`src/tldtpr_cfg.svh`:
```
// register indices, reset values, field positions and step figures of the delay/temp/pll bank
`ifndef TLDTPR_CFG_SVH
`define TLDTPR_CFG_SVH

// register indices, byte address is four times the index
`define TLDTPR_IDX_TEMP_TL      8'h60
`define TLDTPR_IDX_TEMP_SUM     8'h61
`define TLDTPR_IDX_TEMP_TR      8'h62
`define TLDTPR_IDX_TEMP_TR_AUX  8'h63
`define TLDTPR_IDX_TEMP_BL      8'h64
`define TLDTPR_IDX_TEMP_BL_AUX  8'h65
`define TLDTPR_IDX_TEMP_BR      8'h66
`define TLDTPR_IDX_TEMP_BR_AUX  8'h67
`define TLDTPR_IDX_FINE_A       8'h71
`define TLDTPR_IDX_FINE_B       8'h72
`define TLDTPR_IDX_COARSE       8'h73
`define TLDTPR_IDX_MODE         8'h7d
`define TLDTPR_IDX_CLK_CTRL     8'h80
`define TLDTPR_IDX_DLY_EN       8'hae

// reset values
`define TLDTPR_RST_DELAY        8'h00
`define TLDTPR_RST_MODE         8'h04
`define TLDTPR_RST_CLK_CTRL     8'h3f
`define TLDTPR_RST_DLY_EN       8'h00

// field positions
`define TLDTPR_PLL_EN_BIT       2
`define TLDTPR_DLY_EN_BIT       2
`define TLDTPR_FINE_HI_W        2

// delay limits and step sizes
`define TLDTPR_FINE_MAX         10'h31f
`define TLDTPR_COARSE_MAX       8'h31
`define TLDTPR_FINE_STEP_PS     10
`define TLDTPR_COARSE_STEP_PS   2000

// temperature sum cadence: last row of four, last conversion of four
`define TLDTPR_ROW_LAST         2'h3
`define TLDTPR_CONV_LAST        2'h3

// axi responses
`define TLDTPR_RESP_OKAY        2'h0
`define TLDTPR_RESP_SLVERR      2'h2

`endif

```
`src/tldtpr_pkg.sv`:
```
// types shared by the delay/temp/pll register bank
package tldtpr_pkg;

    // live corner sensor results, one byte each
    typedef struct packed {
        logic [7:0] top_left;
        logic [7:0] top_right;
        logic [7:0] top_right_aux;
        logic [7:0] bottom_left;
        logic [7:0] bottom_left_aux;
        logic [7:0] bottom_right;
        logic [7:0] bottom_right_aux;
    } tldtpr_temps_t;

    // delay settings as software wrote them
    typedef struct packed {
        logic       enable;
        logic [7:0] coarse;
        logic [9:0] fine;
    } tldtpr_dly_cfg_t;

    // delay actually applied to the led output; total in fine-step units
    typedef struct packed {
        logic [5:0]  coarse;
        logic [9:0]  fine;
        logic [13:0] total;
    } tldtpr_dly_out_t;

endpackage

```
`src/tldtpr_regs.sv`:
```
// axi4-lite register bank: corner temperatures, temperature sum, led delay, pll and clock control
//
// The implementer's own choice: the AXI4-Lite slave port.
`timescale 1ns/1ns
`include "tldtpr_cfg.svh"

// Summary of operation
// - seven corner temperature results are read-only registers
// - read-only sum of four conversions, one taken every fourth row readout
// - fine led delay in 10 ps steps over two registers, limit 799, reset 0
// - coarse led delay in 2 ns steps, limit 49, reset 0
// - delay settings apply only while delay-enable bit 2 is set
// - mode-control bit 2 runs the pll; reset value 0x04
module tldtpr_regs #(
    parameter int AW     = 12,
    parameter int CONV_W = 6
) (
    input  wire logic                    aclk,
    input  wire logic                    aresetn,
    input  wire logic [AW-1:0]           awaddr,
    input  wire logic                    awvalid,
    output logic                         awready,
    input  wire logic [31:0]             wdata,
    input  wire logic [3:0]              wstrb,
    input  wire logic                    wvalid,
    output logic                         wready,
    output logic [1:0]                   bresp,
    output logic                         bvalid,
    input  wire logic                    bready,
    input  wire logic [AW-1:0]           araddr,
    input  wire logic                    arvalid,
    output logic                         arready,
    output logic [31:0]                  rdata,
    output logic [1:0]                   rresp,
    output logic                         rvalid,
    input  wire logic                    rready,
    input  wire tldtpr_pkg::tldtpr_temps_t temps,
    input  wire logic                    row_done,
    input  wire logic [CONV_W-1:0]       temp_conv,
    output logic                         pll_enable,
    output logic [7:0]                   clock_control,
    output tldtpr_pkg::tldtpr_dly_out_t  led_delay
);
    import tldtpr_pkg::*;

    // ==========================================================
    // register storage
    logic [7:0]  led_fine_delay_a;
    logic [7:0]  led_fine_delay_b;
    logic [7:0]  led_coarse_delay;
    logic        delay_enable;
    logic [7:0]  temp_sum_four_readings;

    // write channel holding
    logic          aw_got;
    logic          w_got;
    logic [AW-1:0] aw_addr_q;
    logic [31:0]   w_data_q;
    logic [3:0]    w_strb_q;
    logic          next_aw_got;
    logic          next_w_got;
    logic          next_bvalid;
    logic          wr_fire;
    logic          wr_hit;
    logic          wr_lane0;
    logic [7:0]    wr_idx;

    // temperature accumulation
    logic [1:0]  row_cnt;
    logic [1:0]  conv_cnt;
    logic [7:0]  temp_acc;
    logic        conv_take;
    logic [7:0]  acc_plus;

    tldtpr_dly_cfg_t dly_cfg;

    // ==========================================================
    // address decode
    function automatic logic addr_in_range(input logic [AW-1:0] a);
        addr_in_range = (a >> 10) == '0;
    endfunction

    function automatic logic [7:0] addr_index(input logic [AW-1:0] a);
        addr_index = a[9:2];
    endfunction

    function automatic logic idx_mapped(input logic [7:0] idx);
        case (idx)
            `TLDTPR_IDX_TEMP_TL,
            `TLDTPR_IDX_TEMP_SUM,
            `TLDTPR_IDX_TEMP_TR,
            `TLDTPR_IDX_TEMP_TR_AUX,
            `TLDTPR_IDX_TEMP_BL,
            `TLDTPR_IDX_TEMP_BL_AUX,
            `TLDTPR_IDX_TEMP_BR,
            `TLDTPR_IDX_TEMP_BR_AUX,
            `TLDTPR_IDX_FINE_A,
            `TLDTPR_IDX_FINE_B,
            `TLDTPR_IDX_COARSE,
            `TLDTPR_IDX_MODE,
            `TLDTPR_IDX_CLK_CTRL,
            `TLDTPR_IDX_DLY_EN: idx_mapped = 1'b1;
            default:            idx_mapped = 1'b0;
        endcase
    endfunction

    // ==========================================================
    // write path: address and data taken in either order
    assign wr_fire  = aw_got && w_got && !bvalid;
    assign wr_idx   = addr_index(aw_addr_q);
    assign wr_hit   = addr_in_range(aw_addr_q) && idx_mapped(wr_idx);
    assign wr_lane0 = wr_fire && wr_hit && w_strb_q[0];

    always_comb begin
        next_aw_got = aw_got;
        next_w_got  = w_got;
        next_bvalid = bvalid;
        if (awvalid && awready) begin
            next_aw_got = 1'b1;
        end
        if (wvalid && wready) begin
            next_w_got = 1'b1;
        end
        if (wr_fire) begin
            next_aw_got = 1'b0;
            next_w_got  = 1'b0;
            next_bvalid = 1'b1;
        end else if (bvalid && bready) begin
            next_bvalid = 1'b0;
        end
    end

    always_ff @(posedge aclk) begin
        if (!aresetn) begin
            aw_got  <= 1'b0;
            w_got   <= 1'b0;
            bvalid  <= 1'b0;
            awready <= 1'b0;
            wready  <= 1'b0;
        end else begin
            aw_got  <= next_aw_got;
            w_got   <= next_w_got;
            bvalid  <= next_bvalid;
            awready <= !next_aw_got && !next_bvalid;
            wready  <= !next_w_got && !next_bvalid;
        end
    end

    always_ff @(posedge aclk) begin
        if (!aresetn) begin
            aw_addr_q <= '0;
            w_data_q  <= '0;
            w_strb_q  <= '0;
        end else begin
            if (awvalid && awready) begin
                aw_addr_q <= awaddr;
            end
            if (wvalid && wready) begin
                w_data_q <= wdata;
                w_strb_q <= wstrb;
            end
        end
    end

    always_ff @(posedge aclk) begin
        if (!aresetn) begin
            bresp <= `TLDTPR_RESP_OKAY;
        end else if (wr_fire) begin
            bresp <= wr_hit ? `TLDTPR_RESP_OKAY : `TLDTPR_RESP_SLVERR;
        end
    end

    // ==========================================================
    // writable registers
    always_ff @(posedge aclk) begin
        if (!aresetn) begin
            led_fine_delay_a <= `TLDTPR_RST_DELAY;
            led_fine_delay_b <= `TLDTPR_RST_DELAY;
            led_coarse_delay <= `TLDTPR_RST_DELAY;
            pll_enable       <= 1'(`TLDTPR_RST_MODE >> `TLDTPR_PLL_EN_BIT);
            clock_control    <= `TLDTPR_RST_CLK_CTRL;
            delay_enable     <= 1'(`TLDTPR_RST_DLY_EN >> `TLDTPR_DLY_EN_BIT);
        end else if (wr_lane0) begin
            case (wr_idx)
                `TLDTPR_IDX_FINE_A:   led_fine_delay_a <= w_data_q[7:0];
                `TLDTPR_IDX_FINE_B:   led_fine_delay_b <= w_data_q[7:0];
                `TLDTPR_IDX_COARSE:   led_coarse_delay <= w_data_q[7:0];
                `TLDTPR_IDX_MODE:     pll_enable <= w_data_q[`TLDTPR_PLL_EN_BIT];
                `TLDTPR_IDX_CLK_CTRL: clock_control <= w_data_q[7:0];
                `TLDTPR_IDX_DLY_EN:   delay_enable <= w_data_q[`TLDTPR_DLY_EN_BIT];
                default: begin
                end
            endcase
        end
    end

    // ==========================================================
    // temperature sum: one conversion every fourth row, four per sum
    assign conv_take = row_done && (row_cnt == `TLDTPR_ROW_LAST);
    assign acc_plus  = temp_acc + 8'(temp_conv);

    always_ff @(posedge aclk) begin
        if (!aresetn) begin
            row_cnt <= '0;
        end else if (row_done) begin
            row_cnt <= row_cnt + 2'h1;
        end
    end

    always_ff @(posedge aclk) begin
        if (!aresetn) begin
            conv_cnt               <= '0;
            temp_acc               <= '0;
            temp_sum_four_readings <= '0;
        end else if (conv_take) begin
            conv_cnt <= conv_cnt + 2'h1;
            if (conv_cnt == `TLDTPR_CONV_LAST) begin
                temp_sum_four_readings <= acc_plus;
                temp_acc               <= '0;
            end else begin
                temp_acc <= acc_plus;
            end
        end
    end

    // ==========================================================
    // read path
    function automatic logic [7:0] read_byte(input logic [7:0] idx);
        case (idx)
            `TLDTPR_IDX_TEMP_TL:     read_byte = temps.top_left;
            `TLDTPR_IDX_TEMP_SUM:    read_byte = temp_sum_four_readings;
            `TLDTPR_IDX_TEMP_TR:     read_byte = temps.top_right;
            `TLDTPR_IDX_TEMP_TR_AUX: read_byte = temps.top_right_aux;
            `TLDTPR_IDX_TEMP_BL:     read_byte = temps.bottom_left;
            `TLDTPR_IDX_TEMP_BL_AUX: read_byte = temps.bottom_left_aux;
            `TLDTPR_IDX_TEMP_BR:     read_byte = temps.bottom_right;
            `TLDTPR_IDX_TEMP_BR_AUX: read_byte = temps.bottom_right_aux;
            `TLDTPR_IDX_FINE_A:      read_byte = led_fine_delay_a;
            `TLDTPR_IDX_FINE_B:      read_byte = led_fine_delay_b;
            `TLDTPR_IDX_COARSE:      read_byte = led_coarse_delay;
            `TLDTPR_IDX_MODE:        read_byte = 8'({pll_enable, 2'h0});
            `TLDTPR_IDX_CLK_CTRL:    read_byte = clock_control;
            `TLDTPR_IDX_DLY_EN:      read_byte = 8'({delay_enable, 2'h0});
            default:                 read_byte = 8'h00;
        endcase
    endfunction

    always_ff @(posedge aclk) begin
        if (!aresetn) begin
            arready <= 1'b0;
            rvalid  <= 1'b0;
            rdata   <= '0;
            rresp   <= `TLDTPR_RESP_OKAY;
        end else if (arvalid && arready) begin
            arready <= 1'b0;
            rvalid  <= 1'b1;
            if (addr_in_range(araddr) && idx_mapped(addr_index(araddr))) begin
                rdata <= 32'(read_byte(addr_index(araddr)));
                rresp <= `TLDTPR_RESP_OKAY;
            end else begin
                rdata <= '0;
                rresp <= `TLDTPR_RESP_SLVERR;
            end
        end else if (rvalid && rready) begin
            rvalid  <= 1'b0;
            arready <= 1'b1;
        end else if (!rvalid) begin
            arready <= 1'b1;
        end
    end

    // ==========================================================
    // led delay
    always_comb begin
        dly_cfg.enable = delay_enable;
        dly_cfg.coarse = led_coarse_delay;
        dly_cfg.fine   = {led_fine_delay_b[`TLDTPR_FINE_HI_W-1:0], led_fine_delay_a};
    end

    tldtpr_delay u_delay (
        .aclk    (aclk),
        .aresetn (aresetn),
        .dly_cfg (dly_cfg),
        .dly_out (led_delay)
    );

    logic rd_tl;
    assign rd_tl = arvalid && arready && (araddr == AW'(4 * `TLDTPR_IDX_TEMP_TL));
endmodule

```
`src/tldtpr_delay.sv`:
```
// led delay: limits, enable gating and total delay in fine-step units
`timescale 1ns/1ns
`include "tldtpr_cfg.svh"

module tldtpr_delay (
    input  wire logic                    aclk,
    input  wire logic                    aresetn,
    input  wire tldtpr_pkg::tldtpr_dly_cfg_t dly_cfg,
    output tldtpr_pkg::tldtpr_dly_out_t  dly_out
);
    import tldtpr_pkg::*;

    localparam logic [13:0] COARSE_UNITS = 14'(`TLDTPR_COARSE_STEP_PS / `TLDTPR_FINE_STEP_PS);

    logic [9:0] fine_lim;
    logic [7:0] coarse_lim;

    always_comb begin
        fine_lim   = (dly_cfg.fine > `TLDTPR_FINE_MAX) ? `TLDTPR_FINE_MAX : dly_cfg.fine;
        coarse_lim = (dly_cfg.coarse > `TLDTPR_COARSE_MAX) ? `TLDTPR_COARSE_MAX
                                                             : dly_cfg.coarse;
    end

    // disabled delay leaves the led timing untouched
    always_ff @(posedge aclk) begin
        if (!aresetn) begin
            dly_out <= '0;
        end else if (dly_cfg.enable) begin
            dly_out.fine   <= fine_lim;
            dly_out.coarse <= coarse_lim[5:0];
            dly_out.total  <= 14'(14'(coarse_lim) * COARSE_UNITS + 14'(fine_lim));
        end else begin
            dly_out <= '0;
        end
    end
endmodule

```
`config.mk`:
```
export PLATFORM = sky130hd
export DESIGN_NAME = tldtpr_regs
export DESIGN_NICKNAME = d
export VERILOG_FILES = /design/src/tldtpr_pkg.sv /design/src/tldtpr_regs.sv /design/src/tldtpr_delay.sv
export VERILOG_INCLUDE_DIRS = /design/src
export SDC_FILE = /design/constraint.sdc
export NUM_CORES = 1
export LEC_CHECK = 0
export ABC_AREA = 1
export BUFFER_PORTS_ARGS = -buffer_cell sky130_fd_sc_hd__buf_2
export CORE_MARGIN = 2
export CORE_UTILIZATION = 47
export DETAILED_ROUTE_END_ITERATION = 6
export PLACE_DENSITY_LB_ADDON = 0.1
export RECOVER_POWER = 25
export SLEW_MARGIN = 0
export SYNTH_ARGS = -nofsm -noshare
export SYNTH_HDL_FRONTEND = slang
export SYNTH_SLANG_ARGS = --single-unit
```
`constraint.sdc`:
```
create_clock -name aclk -period 3.31 [get_ports aclk]
set_input_delay 0.662 -clock aclk [delete_from_list [all_inputs] [get_ports aclk]]
set_output_delay 0.662 -clock aclk [all_outputs]
set_load 0.005 [all_outputs]
```
Yosys cells after proc, flatten, opt, wreduce, memory -nomap -nowiden
Index checks and enable logic that the tools add are counted.
- $mul: 1
- $lt $le $gt $ge: 2
- bitwise operators: 1
- muxes and demuxes: 21
- add/sub/neg operators: 4
- reductions and logical operators: 32
- equal/unequal tests: 31
- operator list (cell ; number):
    8-bit by 7-bit equality test with 1-bit output, second input constant ; 24
    8-bit case mux with 14 select lines ; 1
    8-bit equality test, second input constant ; 4
    14-bit OR reduction ; 2
    12-bit zero test ; 2
    8-bit 2-to-1 mux ; 3
    2-bit AND reduction ; 8
    14-bit by 10-bit adder with 14-bit output ; 1
    1-bit logical AND ; 14
    1-bit 2-to-1 mux ; 14
    8-bit by 5-bit multiplier with 11-bit output, second input constant ; 1
    10-bit > comparator, second input constant ; 1
    10-bit 2-to-1 mux ; 1
    8-bit by 6-bit adder with 8-bit output ; 1
    8-bit by 6-bit > comparator with 1-bit output, second input constant ; 1
    2-bit by 1-bit adder with 2-bit output, second input constant ; 2
    2-bit equality test, second input constant ; 2
    1-bit zero test ; 4
    2-bit 2-to-1 mux ; 2
    2-bit by 1-bit != test with 1-bit output, second input constant ; 1
    2-bit nonzero test ; 1
    2-bit OR reduction ; 1
    1-bit inverter ; 1
- output and inout bits: 80
- register bits after elaboration: 148
- input port bits: 130

Depth between registers and ports, before layout
- depth after elaboration: 7
- depth in mapped cells: 24

By module
From an unflattened synthesis, not the netlist that was laid out.
- cells, all modules: 1057
- area, all modules: 6985.4 um^2
- modules (own cells, without submodules) (module ; times used ; cells each ; area each (um^2) ; seq. area each (um^2)):
    tldtpr_regs ; 1 ; 794 ; 5034.8 ; 1801.7
    tldtpr_delay ; 1 ; 263 ; 1950.6 ; 540.5

Worst setup path after synthesis
No wires, ideal clock.
- kind: reg-to-reg
- from: register led_coarse_delay[2]
- to: register u_delay.dly_out[12] (netlist bit)
- arrival: 3208 ps
- cell stages (with the launch flop): 20
- buffers on the path: 0
- path slack: 38 ps
- period minus slack after synthesis: 3272 ps
- cells stage by stage: dfxtp_1 > nor2_1 > nand2_1 > nand3_1 > nand2_1 > nor2_1 > inv_1 > nor2_1 > nor3_1 > ha_1 > fa_1 > ha_1 > xnor2_1 > ha_1 > nand2_1 > nor3_1 > nand3_1 > nand3_1 > nor2_1 > nor2_1
- longest elaborated chain between the ends: 4
- ends and longest elaborated chain (item ; RTL line ; source):
    start, declared ; tldtpr_regs.sv:50 ; logic [7:0] led_coarse_delay;
    start signal, assigned ; tldtpr_regs.sv:179 ; led_coarse_delay <= `TLDTPR_RST_DELAY;
    start signal, assigned ; tldtpr_regs.sv:187 ; `TLDTPR_IDX_COARSE: led_coarse_delay <= w_data_q[7:0];
    8-bit by 6-bit > comparator with 1-bit output (no line) ; - ;
    8-bit 2-to-1 mux (*) ; tldtpr_delay.sv:20 ; coarse_lim = (dly_cfg.coarse > `TLDTPR_COARSE_MAX) ? `TLDTPR_COARSE_MAX
    net u_delay.coarse_lim[2] ; tldtpr_delay.sv:16 ; logic [7:0] coarse_lim;
    8-bit by 5-bit multiplier with 11-bit output (*) ; tldtpr_delay.sv:31 ; dly_out.total <= 14'(14'(coarse_lim) * COARSE_UNITS + 14'(fine_lim));
    14-bit by 10-bit adder with 14-bit output (*) ; tldtpr_delay.sv:31 ;
    end, declared ; tldtpr_delay.sv:9 ; output tldtpr_pkg::tldtpr_dly_out_t dly_out
Mark *: on every way through the listed nets, which the timed path passes. The rest lies on a longest branch.
A chain may end at the register's enable or synchronous reset.

Worst setup path after layout
- from: register led_coarse_delay[2]
- to: register u_delay.dly_out[13] (netlist bit)
Same word-level chain as after synthesis.

==> flow_summary_export.csv <==
group,metric,value,unit
run_status,status,"completed",
power_and_ir_drop,peakVddDrop,445.2,uV
detailed_routing,first_pass_iters,5,
critical_path,worst-path-buf-inv,3,
layout,fin_nets,1330,
synthesis,syn-cell-area,6754,sq um
hold_path,min_to,"awready",
critical_path,arrival,3.56,ns
synthesis,syn_inst,990,
sta,hold_ws,0.4473,ns
global_routing,grt_overflow,0,
clock_tree,postCtsSetupBuffers,0,
floorplan,rows,43,
sta,clock.fmax,0.3118,GHz
floorplan,core_area,13930,sq um
global_routing,grtUsageTotal,23.02,%
synthesis,yosys.area_share.simple,34.61,%
sta,hold_viol,0,
floorplan,die_w,123.9,um
job,maxCapViolations,0,
global_routing,grt_max_degree,32,
sta,setup_viol,0,
critical_path,reg2reg_slack,0.10,ns
detailed_routing,viasPerCell,4.784,
sta,post-route-min-period,3.207,ns
clock_tree,cts_buffers,17,
power_and_ir_drop,power.density,442.0,nW/um^2
place,dp_hpwl,13.24,mm
clock_tree,cts_tree,"yes",
global_routing,grt_pass1_vias,5708,
layout,multi_input_area,3914,sq um
synthesis,synth.distinct_cells,46,
power_and_ir_drop,leakage,4.615,nW
hold_path,hold_class,"reg2reg",
layout,final-seq-area,2346,sq um
power_and_ir_drop,fin_total_pwr,0.003792,W
synthesis,ys_seq_elements,117,
critical_path,rr_worst_depth,23,
global_routing,antenna_found_initial,0,
critical_path,crit_fanout,4,
clock_tree,cts.clk_slew.worst_paths,0.06,ns
detailed_routing,totalWireLength,17.57,mm
synthesis,synth_top_family_by_area,"simple AND/OR/NAND/NOR gates",
detailed_routing,drt_iter0_markers,331,
clock_tree,postCtsHoldBufs,0,
sta,rsz0062_at_grt,"true",
synthesis,synth_area_per_cell,6.822,sq um
detailed_routing,wl_per_cell,12.95,um
synthesis,synth_top_area_share,34.68,%
sta,timing.final.crit_share,96.88,%
layout,syn_to_final_growth,27.01,%
sta,relSlewSlack,18.85,%
floorplan,num_io_pins,210,
clock_tree,cts-htree-levels,4,
layout,fill_cells,1330,
layout,final_common_cell,"nand2_1",
place,portBuffers,152,
synthesis,synthMuxAreaShare,0,%
sta,clock_skew,0.007753,ns
clock_tree,cts_sinks,117,
floorplan,dieArea,15350,sq um
sta,timing.final.max_slew_violations,0,
critical_path,timing.rr.end,"u_delay.dly_out[13]",
critical_path,path_class,"reg2reg",
synthesis,yosysTopAreaCell,"dfxtp_1",
place,place.gp.congestion,0.8525,
clock_tree,worstSkewPairLatency,0.42,ns
critical_path,startpoint_type,"register",
detailed_routing,vias,6492,
critical_path,cp_top_family,"adder cells",
critical_path,r2r_start,"led_coarse_delay[2]",
layout,drive_gt1_share,24.89,%
sta,setup_tns,0,ns
critical_path,path_cells,"nor2_4 > nand2_2 > nand3_4 > nand2_4 > nor2_4 > buf_6 > nor2_4 > nor2_2 > ha_1 > ha_4 > inv_1 > fa_1 > inv_2 > ha_4 > nand2_2 > o21a_1 > nand2_1 > nand2_1 > nand2_2 > nand2_2 > nand2_1 > nand2_1 > nor2_1",
critical_path,crit_slowest_cell,"fa_1",
synthesis,synth-xor-area-share,1.297,%
layout,n_antenna_cell,0,
hold_path,hold-path-cell-count,1,
floorplan,die_h,123.9,um
clock_tree,cts_root_buffer,"clkbuf_16",
critical_path,worstSetupEndpointType,"register",
floorplan,start_util,48.47,%
layout,mostFrequentLayoutCells,"242 x nand2_1, 150 x buf_2, 149 x nor2_1",
global_routing,grt_pass1_wl,27.37,mm
synthesis,ys_seq_area_share,34.68,%
synthesis,ys_warn_count,0,
hold_path,min_from,"aw_got",
synthesis,synth_area_leaders,"dfxtp_1 35%, nand2_1 14%, nor2_1 8.8%, inv_1 6.3%, ha_1 5.9%",
clock_tree,clockBufferDepth,2,
synthesis,synthAdderAreaFrac,7.114,%
detailed_routing,final_antenna_net_count,0,
critical_path,worstPathRequired,3.66,ns
detailed_routing,drc,0,
sta,worst_pin_slew,1.217,ns
synthesis,synth_compound_area_share,10.37,%
critical_path,slowest_delay,0.49,ns
layout,postLayoutCoreUtil,61.56,%
-- metal layers --
metal / track usage, % / vias up / wire [um] / share of wire (%)
met5: 0 / - / 0 / 0
met4: 7.670 / 0 / 244 / 1.4
met3: 4.258 / 19 / 859 / 4.9
met2: 35.85 / 159 / 8260 / 47
met1: 32.10 / 2884 / 8201 / 47
li1: - / 3430 / - / -
-- worst reg2reg max path, delay by kind of cell (launching register included) --
family,cells,cell delay (ns)
adders and majority gates,4,1.31
and+or+nand+nor,15,1.11
DFF,1,0.33
buffers and inverters,3,0.21
AOI/OAI and AO/OA,1,0.16
-- per-stage QoR --
step	setup slack (ns)	instances	instance area [sq um]
after floorplan	0.03778	1017	6855
after global placement	-0.1577	1325	7711
after detailed placement	-0.1669	1325	7711
after CTS	0.0007259	1357	8463
after global routing	-0.09219	1357	8578
final	0.1033	1357	8578
-- power breakdown --
group | internal [W] | total, W | switching, W
registers | 0.00144 | 0.00147 | 0.0000337
clock network | 0.00139 | 0.00208 | 0.000694
logic | 0.0000972 | 0.000238 | 0.000141
-- how the worst max path moves through the flow --
stage | end | start | cells past startpoint | slack [ns]
6_report | u_delay.dly_out[13] | led_coarse_delay[2] | 23 | 0.10
3_5_place_dp | u_delay.dly_out[13] | led_coarse_delay[2] | 22 | -0.17
2_1_floorplan | u_delay.dly_out[12] | led_coarse_delay[2] | 19 | 0.04
4_1_cts | u_delay.dly_out[13] | led_coarse_delay[3] | 23 | 0.0007
3_3_place_gp | u_delay.dly_out[12] | led_coarse_delay[2] | 19 | -0.16
5_1_grt | u_delay.dly_out[10] | led_coarse_delay[2] | 20 | -0.09
-- cell type report --
class	count	area share (%)
Multi-Input combinational cell	726	45.62
Timing Repair Buffer	180	11.25
Clock inverter	13	2.538
Inverter	122	5.338
Tap cell	180	2.625
Sequential cell	117	27.35
Clock buffer	19	5.280
-- cell families (layout without fill, tap and decap cells) --
logic type               after synthesis  in the layout
buffers and inverters                174            334
AND/OR/NAND/NOR                      525            525
other                                  2             29
XOR/XNOR                              10             10
AO/OA/AOI/OAI                        126            126
flip-flops                           117            117
adder cells (fa/ha/maj)               36             36
-- sequential cells by signal (all words and copies together), names as in the netlist, 2 cells and up --
name                    flops
aw_addr_q                  10
clock_control               8
conv_cnt                    2
led_coarse_delay            8
led_fine_delay_a            8
led_fine_delay_b            8
rdata                       8
row_cnt                     2
temp_acc                    8
temp_sum_four_readings      8
u_delay.dly_out            27
w_data_q                    8
-- synthesized netlist by cell type, drive strengths merged --
| cell type | number |
|---|---|
| inv | 119 |
| o22ai | 10 |
| a22oi | 1 |
| a21oi | 46 |
| clkinv | 3 |
| ha | 32 |
| buf | 38 |
| a211oi | 1 |
| o21ai | 59 |
| o21a | 3 |
| a31o | 1 |
| a31oi | 1 |
| or2 | 5 |
| nand3 | 56 |
| nand2 | 259 |
| nor2 | 171 |
| fa | 4 |
| and3 | 1 |
| xnor2 | 4 |
| a21boi | 1 |
| nand4 | 19 |
| xor2 | 6 |
| o21bai | 2 |
| nor3 | 12 |
| clkbuf | 14 |
| o211ai | 1 |
| conb | 2 |
| nand3b | 2 |
| dfxtp | 117 |
-- repair_timing --
item,CTS,global route
pin swaps,5,16
resized for setup,15,35
setup endpoints to repair,5,5
hold endpoints to repair,0,0
No activity file was read; power rests on OpenSTA's default activity.
